## src/verilog/sctpc_pkg.sv

```systemverilog
package sctpc_pkg;

  // Register offsets
  localparam logic [7:0] SLOT_CONFIG_OFS      = 8'h11;
  localparam logic [7:0] SYNC_STARTUP_OFS     = 8'h38;
  localparam logic [7:0] SAMPLE_OSC_CTRL_OFS  = 8'h4b;
  localparam logic [7:0] TIMING_OSC_TRIM_OFS  = 8'h4d;
  localparam logic [7:0] PIN_CONTROL_OFS      = 8'h4f;
  localparam logic [7:0] CLOCK_STATUS_OFS     = 8'h7f;

  // Reset values
  localparam logic [15:0] SLOT_CONFIG_RST     = 16'h1000;
  localparam logic [15:0] SYNC_STARTUP_RST    = 16'h0000;
  localparam logic [15:0] SAMPLE_OSC_CTRL_RST = 16'h2612;
  localparam logic [15:0] TIMING_OSC_TRIM_RST = 16'h0098;
  localparam logic [15:0] PIN_CONTROL_RST     = 16'h2090;

  // Field positions
  localparam int FIRST_SLOT_EN_BIT   = 0;
  localparam int OSC_BYPASS_BIT      = 8;
  localparam int CLK_POWER_UP_BIT    = 7;
  localparam int OSC_TRIM_LSB        = 0;
  localparam int OSC_TRIM_W          = 6;
  localparam int TIMING_TRIM_LSB     = 0;
  localparam int TIMING_TRIM_W       = 8;
  localparam int AUX2_OE_BIT         = 6;
  localparam int AUX2_IE_BIT         = 5;
  localparam int SYNC_SRC_LSB        = 2;
  localparam int AUX1_IE_BIT         = 1;

  // Value recommended for external sync startup
  localparam logic [15:0] SYNC_STARTUP_EXT    = 16'h4000;

  // Sample sync source codes
  typedef enum logic [1:0] {
    SCTPC_SRC_INTERNAL = 2'h0,
    SCTPC_SRC_AUX1     = 2'h1,
    SCTPC_SRC_AUX2     = 2'h2,
    SCTPC_SRC_RSVD     = 2'h3
  } sctpc_src_e;

  // Controls toward the oscillators
  typedef struct packed {
    logic                     osc_bypass;
    logic                     clk_power_up;
    logic [OSC_TRIM_W-1:0]    sample_osc_trim;
    logic [TIMING_TRIM_W-1:0] timing_osc_trim;
  } sctpc_osc_ctrl_s;

  // Register access request
  typedef struct packed {
    logic        wr;
    logic        rd;
    logic [7:0]  addr;
    logic [15:0] wdata;
  } sctpc_reg_req_s;

endpackage : sctpc_pkg

```

## src/verilog/sctpc_sync3.sv

```systemverilog
`timescale 1ns/1ns
// Three-stage synchroniser; output follows once stages two and three agree
module sctpc_sync3 (
  input  wire logic MCLK,
  input  wire logic SYS_RST,
  input  wire logic ASYNC_IN,
  output logic      SYNC_OUT
);

  logic s1_ff;
  logic s2_ff;
  logic s3_ff;
  logic out_ff;
  logic nxt_out;

  // Accept a new level only when the last two stages agree
  assign nxt_out = (s2_ff == s3_ff) ? s3_ff : out_ff;

  // Stage chain
  always_ff @(posedge MCLK) begin
    if (SYS_RST) begin
      s1_ff  <= 1'b0;
      s2_ff  <= 1'b0;
      s3_ff  <= 1'b0;
      out_ff <= 1'b0;
    end else begin
      s1_ff  <= ASYNC_IN;
      s2_ff  <= s1_ff;
      s3_ff  <= s2_ff;
      out_ff <= nxt_out;
    end
  end

  assign SYNC_OUT = out_ff;

endmodule : sctpc_sync3

```

## src/verilog/sctpc_clock_config.sv

```systemverilog
`timescale 1ns/1ns
module sctpc_clock_config
  import sctpc_pkg::*;
(
  input  wire logic                       MCLK,
  input  wire logic                       SYS_RST,
  input  wire sctpc_pkg::sctpc_reg_req_s  REG_REQ,
  output logic [15:0]                     REG_RDATA,
  output logic                            REG_RVALID,
  input  wire logic                       INT_OSC_CLK,
  input  wire logic                       AUX1_I,
  input  wire logic                       AUX2_I,
  output logic                            AUX2_O,
  output logic                            AUX2_OE,
  output sctpc_pkg::sctpc_osc_ctrl_s      OSC_CTRL,
  output logic                            SAMPLE_CLK,
  output logic                            SAMPLE_TICK,
  output logic                            FIRST_SLOT_RUN,
  output logic [1:0]                      SYNC_SOURCE,
  output logic [15:0]                     SYNC_STARTUP_WORD
);

  // Stored registers
  logic [15:0]     slot_config_ff;
  logic [15:0]     sync_startup_ff;
  logic [15:0]     sample_osc_ctrl_ff;
  logic [15:0]     timing_osc_trim_ff;
  logic [15:0]     pin_control_ff;
  logic [15:0]     rdata_ff;
  logic            rvalid_ff;
  logic [15:0]     nxt_rdata;

  // Synchronised pin and oscillator levels
  logic            osc_sync;
  logic            aux1_sync;
  logic            aux2_sync;

  // Clock selection and edge tracking
  logic            first_slot_en;
  logic            osc_bypass;
  logic            clk_power_up;
  logic            aux1_ie;
  logic            aux2_ie;
  logic            aux2_oe;
  logic            aux1_level;
  logic            aux2_level;
  logic            raw_sample_clk;
  logic            gated_clk;
  logic            gated_clk_ff;
  logic            aux1_prev_ff;
  logic            aux2_prev_ff;
  logic            tick_ff;
  logic            slot_run_ff;
  logic            sample_clk_ff;
  logic            nxt_tick;
  logic            sel_internal;
  logic            sel_aux1;
  logic            sel_aux2;
  sctpc_src_e      sync_src;
  sctpc_osc_ctrl_s osc_ctrl_ff;
  sctpc_osc_ctrl_s nxt_osc_ctrl;

  // Rising edge of a sampled level
  function automatic logic rise(input logic prev, input logic cur);
    rise = cur & ~prev;
  endfunction : rise

  // Write strobe for one offset
  function automatic logic hit(input sctpc_reg_req_s req, input logic [7:0] ofs);
    hit = req.wr && (req.addr == ofs);
  endfunction : hit

  // Input synchronisers
  sctpc_sync3 u_sync_osc (
    .MCLK     (MCLK),
    .SYS_RST  (SYS_RST),
    .ASYNC_IN (INT_OSC_CLK),
    .SYNC_OUT (osc_sync)
  );

  sctpc_sync3 u_sync_aux1 (
    .MCLK     (MCLK),
    .SYS_RST  (SYS_RST),
    .ASYNC_IN (AUX1_I),
    .SYNC_OUT (aux1_sync)
  );

  sctpc_sync3 u_sync_aux2 (
    .MCLK     (MCLK),
    .SYS_RST  (SYS_RST),
    .ASYNC_IN (AUX2_I),
    .SYNC_OUT (aux2_sync)
  );

  // Register writes; reserved bits are stored as written
  always_ff @(posedge MCLK) begin
    if (SYS_RST) begin
      slot_config_ff     <= SLOT_CONFIG_RST;
      sync_startup_ff    <= SYNC_STARTUP_RST;
      sample_osc_ctrl_ff <= SAMPLE_OSC_CTRL_RST;
      timing_osc_trim_ff <= TIMING_OSC_TRIM_RST;
      pin_control_ff     <= PIN_CONTROL_RST;
    end else begin
      if (hit(REG_REQ, SLOT_CONFIG_OFS)) begin
        slot_config_ff <= REG_REQ.wdata;
      end
      if (hit(REG_REQ, SYNC_STARTUP_OFS)) begin
        sync_startup_ff <= REG_REQ.wdata;
      end
      if (hit(REG_REQ, SAMPLE_OSC_CTRL_OFS)) begin
        sample_osc_ctrl_ff <= REG_REQ.wdata;
      end
      if (hit(REG_REQ, TIMING_OSC_TRIM_OFS)) begin
        timing_osc_trim_ff <= REG_REQ.wdata;
      end
      if (hit(REG_REQ, PIN_CONTROL_OFS)) begin
        pin_control_ff <= REG_REQ.wdata;
      end
    end
  end

  // Field decode
  assign first_slot_en = slot_config_ff[FIRST_SLOT_EN_BIT];
  assign osc_bypass    = sample_osc_ctrl_ff[OSC_BYPASS_BIT];
  assign clk_power_up  = sample_osc_ctrl_ff[CLK_POWER_UP_BIT];
  assign aux2_oe       = pin_control_ff[AUX2_OE_BIT];
  assign aux2_ie       = pin_control_ff[AUX2_IE_BIT];
  assign aux1_ie       = pin_control_ff[AUX1_IE_BIT];
  assign sync_src      = sctpc_src_e'(pin_control_ff[SYNC_SRC_LSB +: 2]);

  // Oscillator controls toward the analog trims
  assign nxt_osc_ctrl.osc_bypass      = osc_bypass;
  assign nxt_osc_ctrl.clk_power_up    = clk_power_up;
  assign nxt_osc_ctrl.sample_osc_trim = sample_osc_ctrl_ff[OSC_TRIM_LSB +: OSC_TRIM_W];
  assign nxt_osc_ctrl.timing_osc_trim = timing_osc_trim_ff[TIMING_TRIM_LSB +: TIMING_TRIM_W];

  // Input buffers pass the pin only while enabled
  assign aux1_level = aux1_sync & aux1_ie;
  assign aux2_level = aux2_sync & aux2_ie;

  // Bypass picks the second pin instead of the oscillator
  assign raw_sample_clk = osc_bypass ? aux2_level : osc_sync;

  // Power-up bit stops the sample clock when clear
  assign gated_clk = raw_sample_clk & clk_power_up;

  // Sync source selects what starts a sample cycle
  assign sel_internal = (sync_src == SCTPC_SRC_INTERNAL);
  assign sel_aux1     = (sync_src == SCTPC_SRC_AUX1);
  assign sel_aux2     = (sync_src == SCTPC_SRC_AUX2);

  always_comb begin
    case (sync_src)
      SCTPC_SRC_INTERNAL: nxt_tick = rise(gated_clk_ff, gated_clk);
      SCTPC_SRC_AUX1:     nxt_tick = rise(aux1_prev_ff, aux1_level);
      SCTPC_SRC_AUX2:     nxt_tick = rise(aux2_prev_ff, aux2_level);
      default:            nxt_tick = 1'b0; // Reserved code never triggers
    endcase
  end

  // Edge history, tick and slot strobes
  always_ff @(posedge MCLK) begin
    if (SYS_RST) begin
      gated_clk_ff  <= 1'b0;
      aux1_prev_ff  <= 1'b0;
      aux2_prev_ff  <= 1'b0;
      tick_ff       <= 1'b0;
      slot_run_ff   <= 1'b0;
      sample_clk_ff <= 1'b0;
      osc_ctrl_ff   <= '0;
    end else begin
      gated_clk_ff  <= gated_clk;
      aux1_prev_ff  <= aux1_level;
      aux2_prev_ff  <= aux2_level;
      tick_ff       <= nxt_tick;
      slot_run_ff   <= nxt_tick & first_slot_en;
      sample_clk_ff <= gated_clk;
      osc_ctrl_ff   <= nxt_osc_ctrl;
    end
  end

  // Read mux; status word shows live clock and pin state
  always_comb begin
    case (REG_REQ.addr)
      SLOT_CONFIG_OFS:     nxt_rdata = slot_config_ff;
      SYNC_STARTUP_OFS:    nxt_rdata = sync_startup_ff;
      SAMPLE_OSC_CTRL_OFS: nxt_rdata = sample_osc_ctrl_ff;
      TIMING_OSC_TRIM_OFS: nxt_rdata = timing_osc_trim_ff;
      PIN_CONTROL_OFS:     nxt_rdata = pin_control_ff;
      CLOCK_STATUS_OFS:    nxt_rdata = {9'h000, sel_aux2, sel_aux1, sel_internal,
                                        aux2_level, aux1_level, gated_clk_ff, tick_ff};
      default:             nxt_rdata = 16'h0000;
    endcase
  end

  // Read data registered one cycle after the request
  always_ff @(posedge MCLK) begin
    if (SYS_RST) begin
      rdata_ff  <= 16'h0000;
      rvalid_ff <= 1'b0;
    end else begin
      rdata_ff  <= REG_REQ.rd ? nxt_rdata : rdata_ff;
      rvalid_ff <= REG_REQ.rd;
    end
  end

  // Outputs
  assign REG_RDATA         = rdata_ff;
  assign REG_RVALID        = rvalid_ff;
  assign AUX2_O            = 1'b0;    // Output level owned by neighbouring control
  assign AUX2_OE           = aux2_oe;
  assign OSC_CTRL          = osc_ctrl_ff;
  assign SAMPLE_CLK        = sample_clk_ff;
  assign SAMPLE_TICK       = tick_ff;
  assign FIRST_SLOT_RUN    = slot_run_ff;
  assign SYNC_SOURCE       = sync_src;
  assign SYNC_STARTUP_WORD = sync_startup_ff;

endmodule : sctpc_clock_config

```

## config.mk

```make
export PLATFORM = sky130hd
export DESIGN_NAME = sctpc_clock_config
export DESIGN_NICKNAME = d
export VERILOG_FILES = /design/src/verilog/sctpc_pkg.sv /design/src/verilog/sctpc_sync3.sv /design/src/verilog/sctpc_clock_config.sv
export SDC_FILE = /design/constraint.sdc
export NUM_CORES = 1
export LEC_CHECK = 0
export BUFFER_PORTS_ARGS = -buffer_cell sky130_fd_sc_hd__buf_4
export CAP_MARGIN = 20
export CORE_MARGIN = 2
export CORE_UTILIZATION = 59
export CTS_CLUSTER_DIAMETER = 80
export CTS_CLUSTER_SIZE = 30
export DETAILED_ROUTE_END_ITERATION = 6
export HOLD_SLACK_MARGIN = 0.08
export PLACE_DENSITY = 0.84
export SLEW_MARGIN = 20
export SYNTH_ARGS = -nofsm -noshare
export SYNTH_HDL_FRONTEND = slang
export SYNTH_SLANG_ARGS = --single-unit
```

## constraint.sdc

```tcl
create_clock -name MCLK -period 5.1 [get_ports MCLK]
set_input_delay 1.02 -clock MCLK [delete_from_list [all_inputs] [get_ports MCLK]]
set_output_delay 1.02 -clock MCLK [all_outputs]
set_load 0.01 [all_outputs]
```

==> flow_metrics.env, run 1 <==
export IMPL_max_cap_violations=0
export IMPL_synthArstFlopShare_pct=0
export IMPL_synth_nets=581
export IMPL_routabilityCongestion=0.823
export IMPL_start_util_pct=59.9
export IMPL_cts_tree="yes"
export IMPL_cts_buffers=17
export IMPL_layout_common_cells="130 x dfxtp_1, 89 x buf_4, 81 x nand2_1"
export IMPL_grt_pass1_vias=4245
export IMPL_status="complete, but fails checks"
export IMPL_crit_family="simple AND/OR/NAND/NOR gates"
export IMPL_cts_clk_slew_worst_paths_ns=0.06
export IMPL_synth_top_cell_area_share_pct=50.6
export IMPL_cp_start_kind="primary input"
export IMPL_fin_nets=649
export IMPL_ys_warn_count=0
export IMPL_ctsResizeCount=0
export IMPL_wl_um=13900
export IMPL_rsz0062_at_grt="false"
export IMPL_slew_viol_final=0
export IMPL_htree_levels=4
export IMPL_vias=4469
export IMPL_drtIter0Drc=275
export IMPL_die_area_sq_um=9490
export IMPL_grt_ovfl_total=0
export IMPL_antenna_found_initial=0
export IMPL_hold_class="reg -> reg"
export IMPL_dieWidth_um=97.4
export IMPL_period_needed_ns=2.78
export IMPL_period_share_pct=54.6
export IMPL_coreArea_sq_um=8590
export IMPL_ys_seq_elements=130
export IMPL_cts_max_path_buffers=2
export IMPL_postCtsHoldBufs=0
export IMPL_die_h_um=97.4
export IMPL_yosys_area_top_type="dfxtp_1"
export IMPL_endpoint_kind="register"
export IMPL_grt_use_total_pct=28.8
export IMPL_worstPathRequired_ns=5.51
export IMPL_power_leakage_nw=2.63
export IMPL_grt_pass1_wl_um=21600
export IMPL_io_pins=87
export IMPL_clk_latency_ns=0.52
export IMPL_worst_slew_pin_slew_ns=1.01
export IMPL_avgSynthCellArea_sq_um=9.36
export IMPL_setup_tns_final_ns=0
export IMPL_fmax_mhz=359
export IMPL_row_count=34
export IMPL_dr_pass1_iters=7
export IMPL_grt_max_degree=102
export IMPL_finalPower_mw=2.24
export IMPL_post_dp_hpwl_um=8430
export IMPL_yosysUniqueCellTypes=47
export IMPL_synth_cells=550
export IMPL_final_common_cell="dfxtp_1"
export IMPL_io_buffers=85
export IMPL_root_buffer="clkbuf_8"
export IMPL_dp_slack_ns=1.90
export IMPL_cp_data_arrival_time_ns=3.19
export IMPL_violations="DRC"
export IMPL_crit_buf_inv=1
export IMPL_yosys_top_cells_area="dfxtp_1 51%, mux2i_1 6.8%, nand2_1 5.9%"
export IMPL_cp_cell_sequence="buf_4 -> nand2b_2 -> nor2_2 -> nand3_2 -> a211o_1"
export IMPL_netlist_area_sq_um=5150
export IMPL_critPathKind="in -> reg"
export IMPL_synth_edf_count=0
export IMPL_antenna_left=0
export IMPL_setup_viol=0
export IMPL_insertedDiodeCount=0
export IMPL_slew_headroom_pct=32.6
export IMPL_via_per_inst=6.07
export IMPL_cts_sinks=130
export IMPL_wl_per_cell_um=18.9
export IMPL_path_max_fanout=18
export IMPL_synthFlopType="dfxtp_1"
export IMPL_post_cts_setup_buffer_count=0
export IMPL_hold_viol_final=0
export IMPL_max_stage_delay_ns=0.72
export IMPL_syn_to_final_growth_pct=22.3
export IMPL_ys_seq_area_share_pct=50.6
export IMPL_fin_skew_ns=0.00673
export IMPL_p_per_area_nw_per_um2=355
export IMPL_drive_above_1_share_pct=22.8
export IMPL_drc_errors=5
export IMPL_peakVddDrop_mv=0.251
export IMPL_layout_setup_ws_ns=2.32
export IMPL_slowest_stage="nor2_2"
## routing by layer
layer  wire length [um]  up-vias  share of wire, %  track usage [%]
li1                   -     2060                 -                -
met1               5440     2105                39             36.4
met2               6580      263                47             44.4
met3               1400       41                10             9.78
met4                463        0               3.3             13.9
met5                  0        -                 0                0
## area by class of cell
type	count	area, sq um
clock buffer	25	524
clock inverter	4	22.5
fill	634	2300
inverter	5	18.8
multi-input combinational	375	2320
sequential	130	2600
tap	108	135
timing repair buffer	89	668
## logic make-up (layout without fill, tap and decap cells)
family                 count (synthesis)  count (layout)  share of synthesized area (%)
muxes                                 47              47                           9.43
and+or+nand+nor                      209             209                           19.9
AOI/OAI and AO/OA                    118             118                           15.7
buffers and inverters                 45             123                           4.30
other                                  1               1                         0.0729
DFF                                  130             130                           50.6
## sequential cells by signal, indices dropped and copies added, names as in the netlist, 16 cells and up
register            count
OSC_CTRL               16
REG_RDATA              16
SYNC_STARTUP_WORD      16
pin_control_ff         16
sample_osc_ctrl_ff     16
slot_config_ff         16
timing_osc_trim_ff     16
## path summary, 6_finish.rpt
path / from / endpoint / slack (ns) / cells past startpoint
hold reg to reg: u_sync_osc.s1_ff / u_sync_osc.s2_ff / 0.44 / 1
setup reg to reg: pin_control_ff[5] / FIRST_SLOT_RUN / 3.61 / 5
hold / removal: u_sync_osc.s1_ff / u_sync_osc.s2_ff / 0.44 / 1
setup / recovery: REG_REQ[21] / slot_config_ff[12] / 2.32 / 5
## synthesized netlist by cell type, types with 4 or more instances
cell type,number
nand2b_1,4
a211o_1,6
buf_4,4
a22o_1,9
buf_2,9
nand2_1,81
a21oi_1,40
o22ai_1,9
mux2i_1,35
o21ai_0,4
clkbuf_1,23
mux2_2,12
o22a_1,7
a311oi_1,5
inv_1,5
a22oi_1,30
nand3b_1,7
nor2_1,50
dfxtp_1,130
nand3_1,17
nor2b_1,28
## worst register-to-register path: stages, from the launching register on
cell	delay [ns]
dfxtp_1	0.48
and3_1	0.21
o21ai_0	0.13
nor4_1	0.27
nor3_1	0.12
nor3b_1	0.19
## metrics by stage
stage	instances	util, %	instance area (sq um)	hold WS, ns
floorplan	550	-	5150	0.414
global placement	707	66.9	5750	0.418
detailed placement	707	66.9	5750	0.432
CTS	736	73.2	6290	0.443
global route	736	73.2	6290	0.451
finish	736	73.2	6290	0.442
## report_power, final
part | internal [mW] | switching (mW) | total (mW)
combinational | 0.0389 | 0.0663 | 0.105
sequential | 1.03 | 0.00393 | 1.03
clock | 0.690 | 0.411 | 1.10
total | 1.75 | 0.481 | 2.24
(Power assumes the default switching activity.)
==> run 2, diff against run 1 <==
--- a/config.mk
+++ b/config.mk
@@ -8,12 +8,12 @@
 export BUFFER_PORTS_ARGS = -buffer_cell sky130_fd_sc_hd__buf_4
 export CAP_MARGIN = 20
 export CORE_MARGIN = 2
-export CORE_UTILIZATION = 59
+export CORE_UTILIZATION = 56
 export CTS_CLUSTER_DIAMETER = 80
 export CTS_CLUSTER_SIZE = 30
 export DETAILED_ROUTE_END_ITERATION = 6
 export HOLD_SLACK_MARGIN = 0.08
-export PLACE_DENSITY = 0.84
+export PLACE_DENSITY = 0.81
 export SLEW_MARGIN = 20
 export SYNTH_ARGS = -nofsm -noshare
 export SYNTH_HDL_FRONTEND = slang
==> constraint.sdc (replaced) <==
create_clock -name MCLK -period 2.9 [get_ports MCLK]
set_input_delay 0.58 -clock MCLK [delete_from_list [all_inputs] [get_ports MCLK]]
set_output_delay 0.58 -clock MCLK [all_outputs]
set_load 0.01 [all_outputs]
==> flow_metrics.env, run 2 (synthesis gave the netlist of run 1 again) <==
export IMPL_fin_nets=656
export IMPL_internal_power_mw=3.37
export IMPL_drc_errors=0
export IMPL_fin_skew_ns=0.00338
export IMPL_drtIter0Drc=423
export IMPL_setup_viol=0
export IMPL_finalPower_mw=4.25
export IMPL_slew_headroom_pct=41.5
export IMPL_comb_power_share_pct=4.4
export IMPL_dp_cells=714
export IMPL_die_area_sq_um=9970
export IMPL_layout_setup_ws_ns=1.05
export IMPL_peakVddDrop_mv=0.469
export IMPL_slew_viol_final=0
export IMPL_row_count=34
export IMPL_cts_buffers=17
export IMPL_grt_pass1_vias=4402
export IMPL_cp_start_kind="primary input"
export IMPL_path_max_fanout=13
export IMPL_worstPathRequired_ns=3.34
export IMPL_cts_max_path_buffers=2
export IMPL_antenna_found_initial=0
export IMPL_die_h_um=99.9
export IMPL_critPathKind="in -> reg"
export IMPL_layout_common_cells="130 x dfxtp_1, 96 x buf_4, 81 x nand2_1"
export IMPL_io_pins=87
export IMPL_ctsResizeCount=0
export IMPL_cts_tree="yes"
export IMPL_drive_above_1_share_pct=23.4
export IMPL_endpoint_kind="register"
export IMPL_via_per_inst=6.01
export IMPL_grt_use_total_pct=28.4
export IMPL_final_common_cell="dfxtp_1"
export IMPL_status="completed"
export IMPL_start_util_pct=58.4
export IMPL_htree_levels=4
export IMPL_cts_clk_slew_worst_paths_ns=0.06
export IMPL_dieWidth_um=99.9
export IMPL_period_share_pct=63.8
export IMPL_n_fill_cell=629
export IMPL_cp_cell_sequence="buf_4 -> nand2b_1 -> or3_1 -> nor2_2 -> nand2_1 -> a21oi_1"
export IMPL_wl_per_cell_um=18.5
export IMPL_post_cts_setup_buffer_count=0
export IMPL_io_buffers=85
export IMPL_dr_pass1_iters=5
export IMPL_post_route_util_pct=72.9
export IMPL_syn_to_final_growth_pct=24.8
export IMPL_dp_slack_ns=0.551
export IMPL_hold_class="in -> reg"
export IMPL_insertedDiodeCount=0
export IMPL_grt_pass1_wl_um=21900
export IMPL_period_needed_ns=1.85
export IMPL_root_buffer="clkbuf_8"
export IMPL_switchingPower_mw=0.876
export IMPL_pwr_share_seq_pct=42.6
export IMPL_cts_sinks=130
export IMPL_post_dp_hpwl_um=8520
export IMPL_cp_data_arrival_time_ns=2.29
export IMPL_postCtsHoldBufs=0
export IMPL_hold_viol_final=0
export IMPL_antenna_left=0
export IMPL_wl_um=13800
export IMPL_slowest_stage="nor2_2"
export IMPL_switching_share_pct=20.6
export IMPL_routabilityCongestion=0.873
export IMPL_coreArea_sq_um=8810
export IMPL_grt_ovfl_total=0
export IMPL_fmax_mhz=540
export IMPL_p_per_area_nw_per_um2=662
export IMPL_vias=4484
export IMPL_stdcell_count=746
export IMPL_rsz0062_at_grt="false"
export IMPL_setup_tns_final_ns=0
export IMPL_grt_max_degree=69
export IMPL_max_cap_violations=0
export IMPL_p_clk_share_pct=53.0
export IMPL_worst_slew_pin_slew_ns=0.874
export IMPL_max_stage_delay_ns=0.52
export IMPL_clk_latency_ns=0.51
export IMPL_power_leakage_nw=2.69
[run 2: changes by cell type in the layout (fill, tap and decap cells not counted)]
cell,previous run,this run
clkinv_4,0,1
buf_4,89,96
clkbuf_1,0,4
bufinv_16,0,5
clkbuf_8,9,2
[run 2: routing by layer]
layer | up-vias | wire length, um | global-route usage, %
met2 | 227 | 6540 | 45.7
met1 | 2151 | 5770 | 36.5
met5 | - | 0 | 0
met4 | 0 | 427 | 13.7
li1 | 2074 | - | -
met3 | 32 | 1060 | 5.92
[run 2: critical path, delay by kind of cell]
family	cells	cell delay, ns
compound gates	1	0.19
buf+inv	1	0.13
simple gates	4	1.37
[run 2: per-stage QoR]
stage	hold WS [ns]	instance area (sq um)
floorplan	0.414	5150
global placement	0.417	5800
detailed placement	0.428	5800
CTS	0.271	6420
global route	0.274	6420
finish	0.276	6420
[run 2: final cells by class]
cell class	instances	area, sq um	share of cell area, %
well taps	108	135	2.10
repair buffers	96	721	11.2
inverters	5	18.8	0.292
clock buffers	22	443	6.90
clock inverters	10	181	2.82
multi-input cells	375	2320	36.2
flip-flops and latches	130	2600	40.5
[run 2: path summary, 6_finish.rpt]
check | cells past startpoint | start | endpoint | slack (ns)
hold reg to reg | 1 | u_sync_osc.s1_ff | u_sync_osc.s2_ff | 0.44
hold / removal | 2 | AUX2_I | u_sync_aux2.s1_ff | 0.28
setup reg to reg | 5 | pin_control_ff[5] | FIRST_SLOT_RUN | 1.58
setup / recovery | 6 | REG_REQ[20] | pin_control_ff[12] | 1.05
[run 2: power by group through the flow]
stage / Combinational (mW) / Clock, mW / Sequential (mW)
global route: 0.198 / 2.35 / 1.81
CTS: 0.183 / 2.26 / 1.81
global placement: 0.178 / 0 / 1.85
floorplan: 0.0903 / 0 / 1.85
finish: 0.186 / 2.25 / 1.81
detailed placement: 0.182 / 0 / 1.85
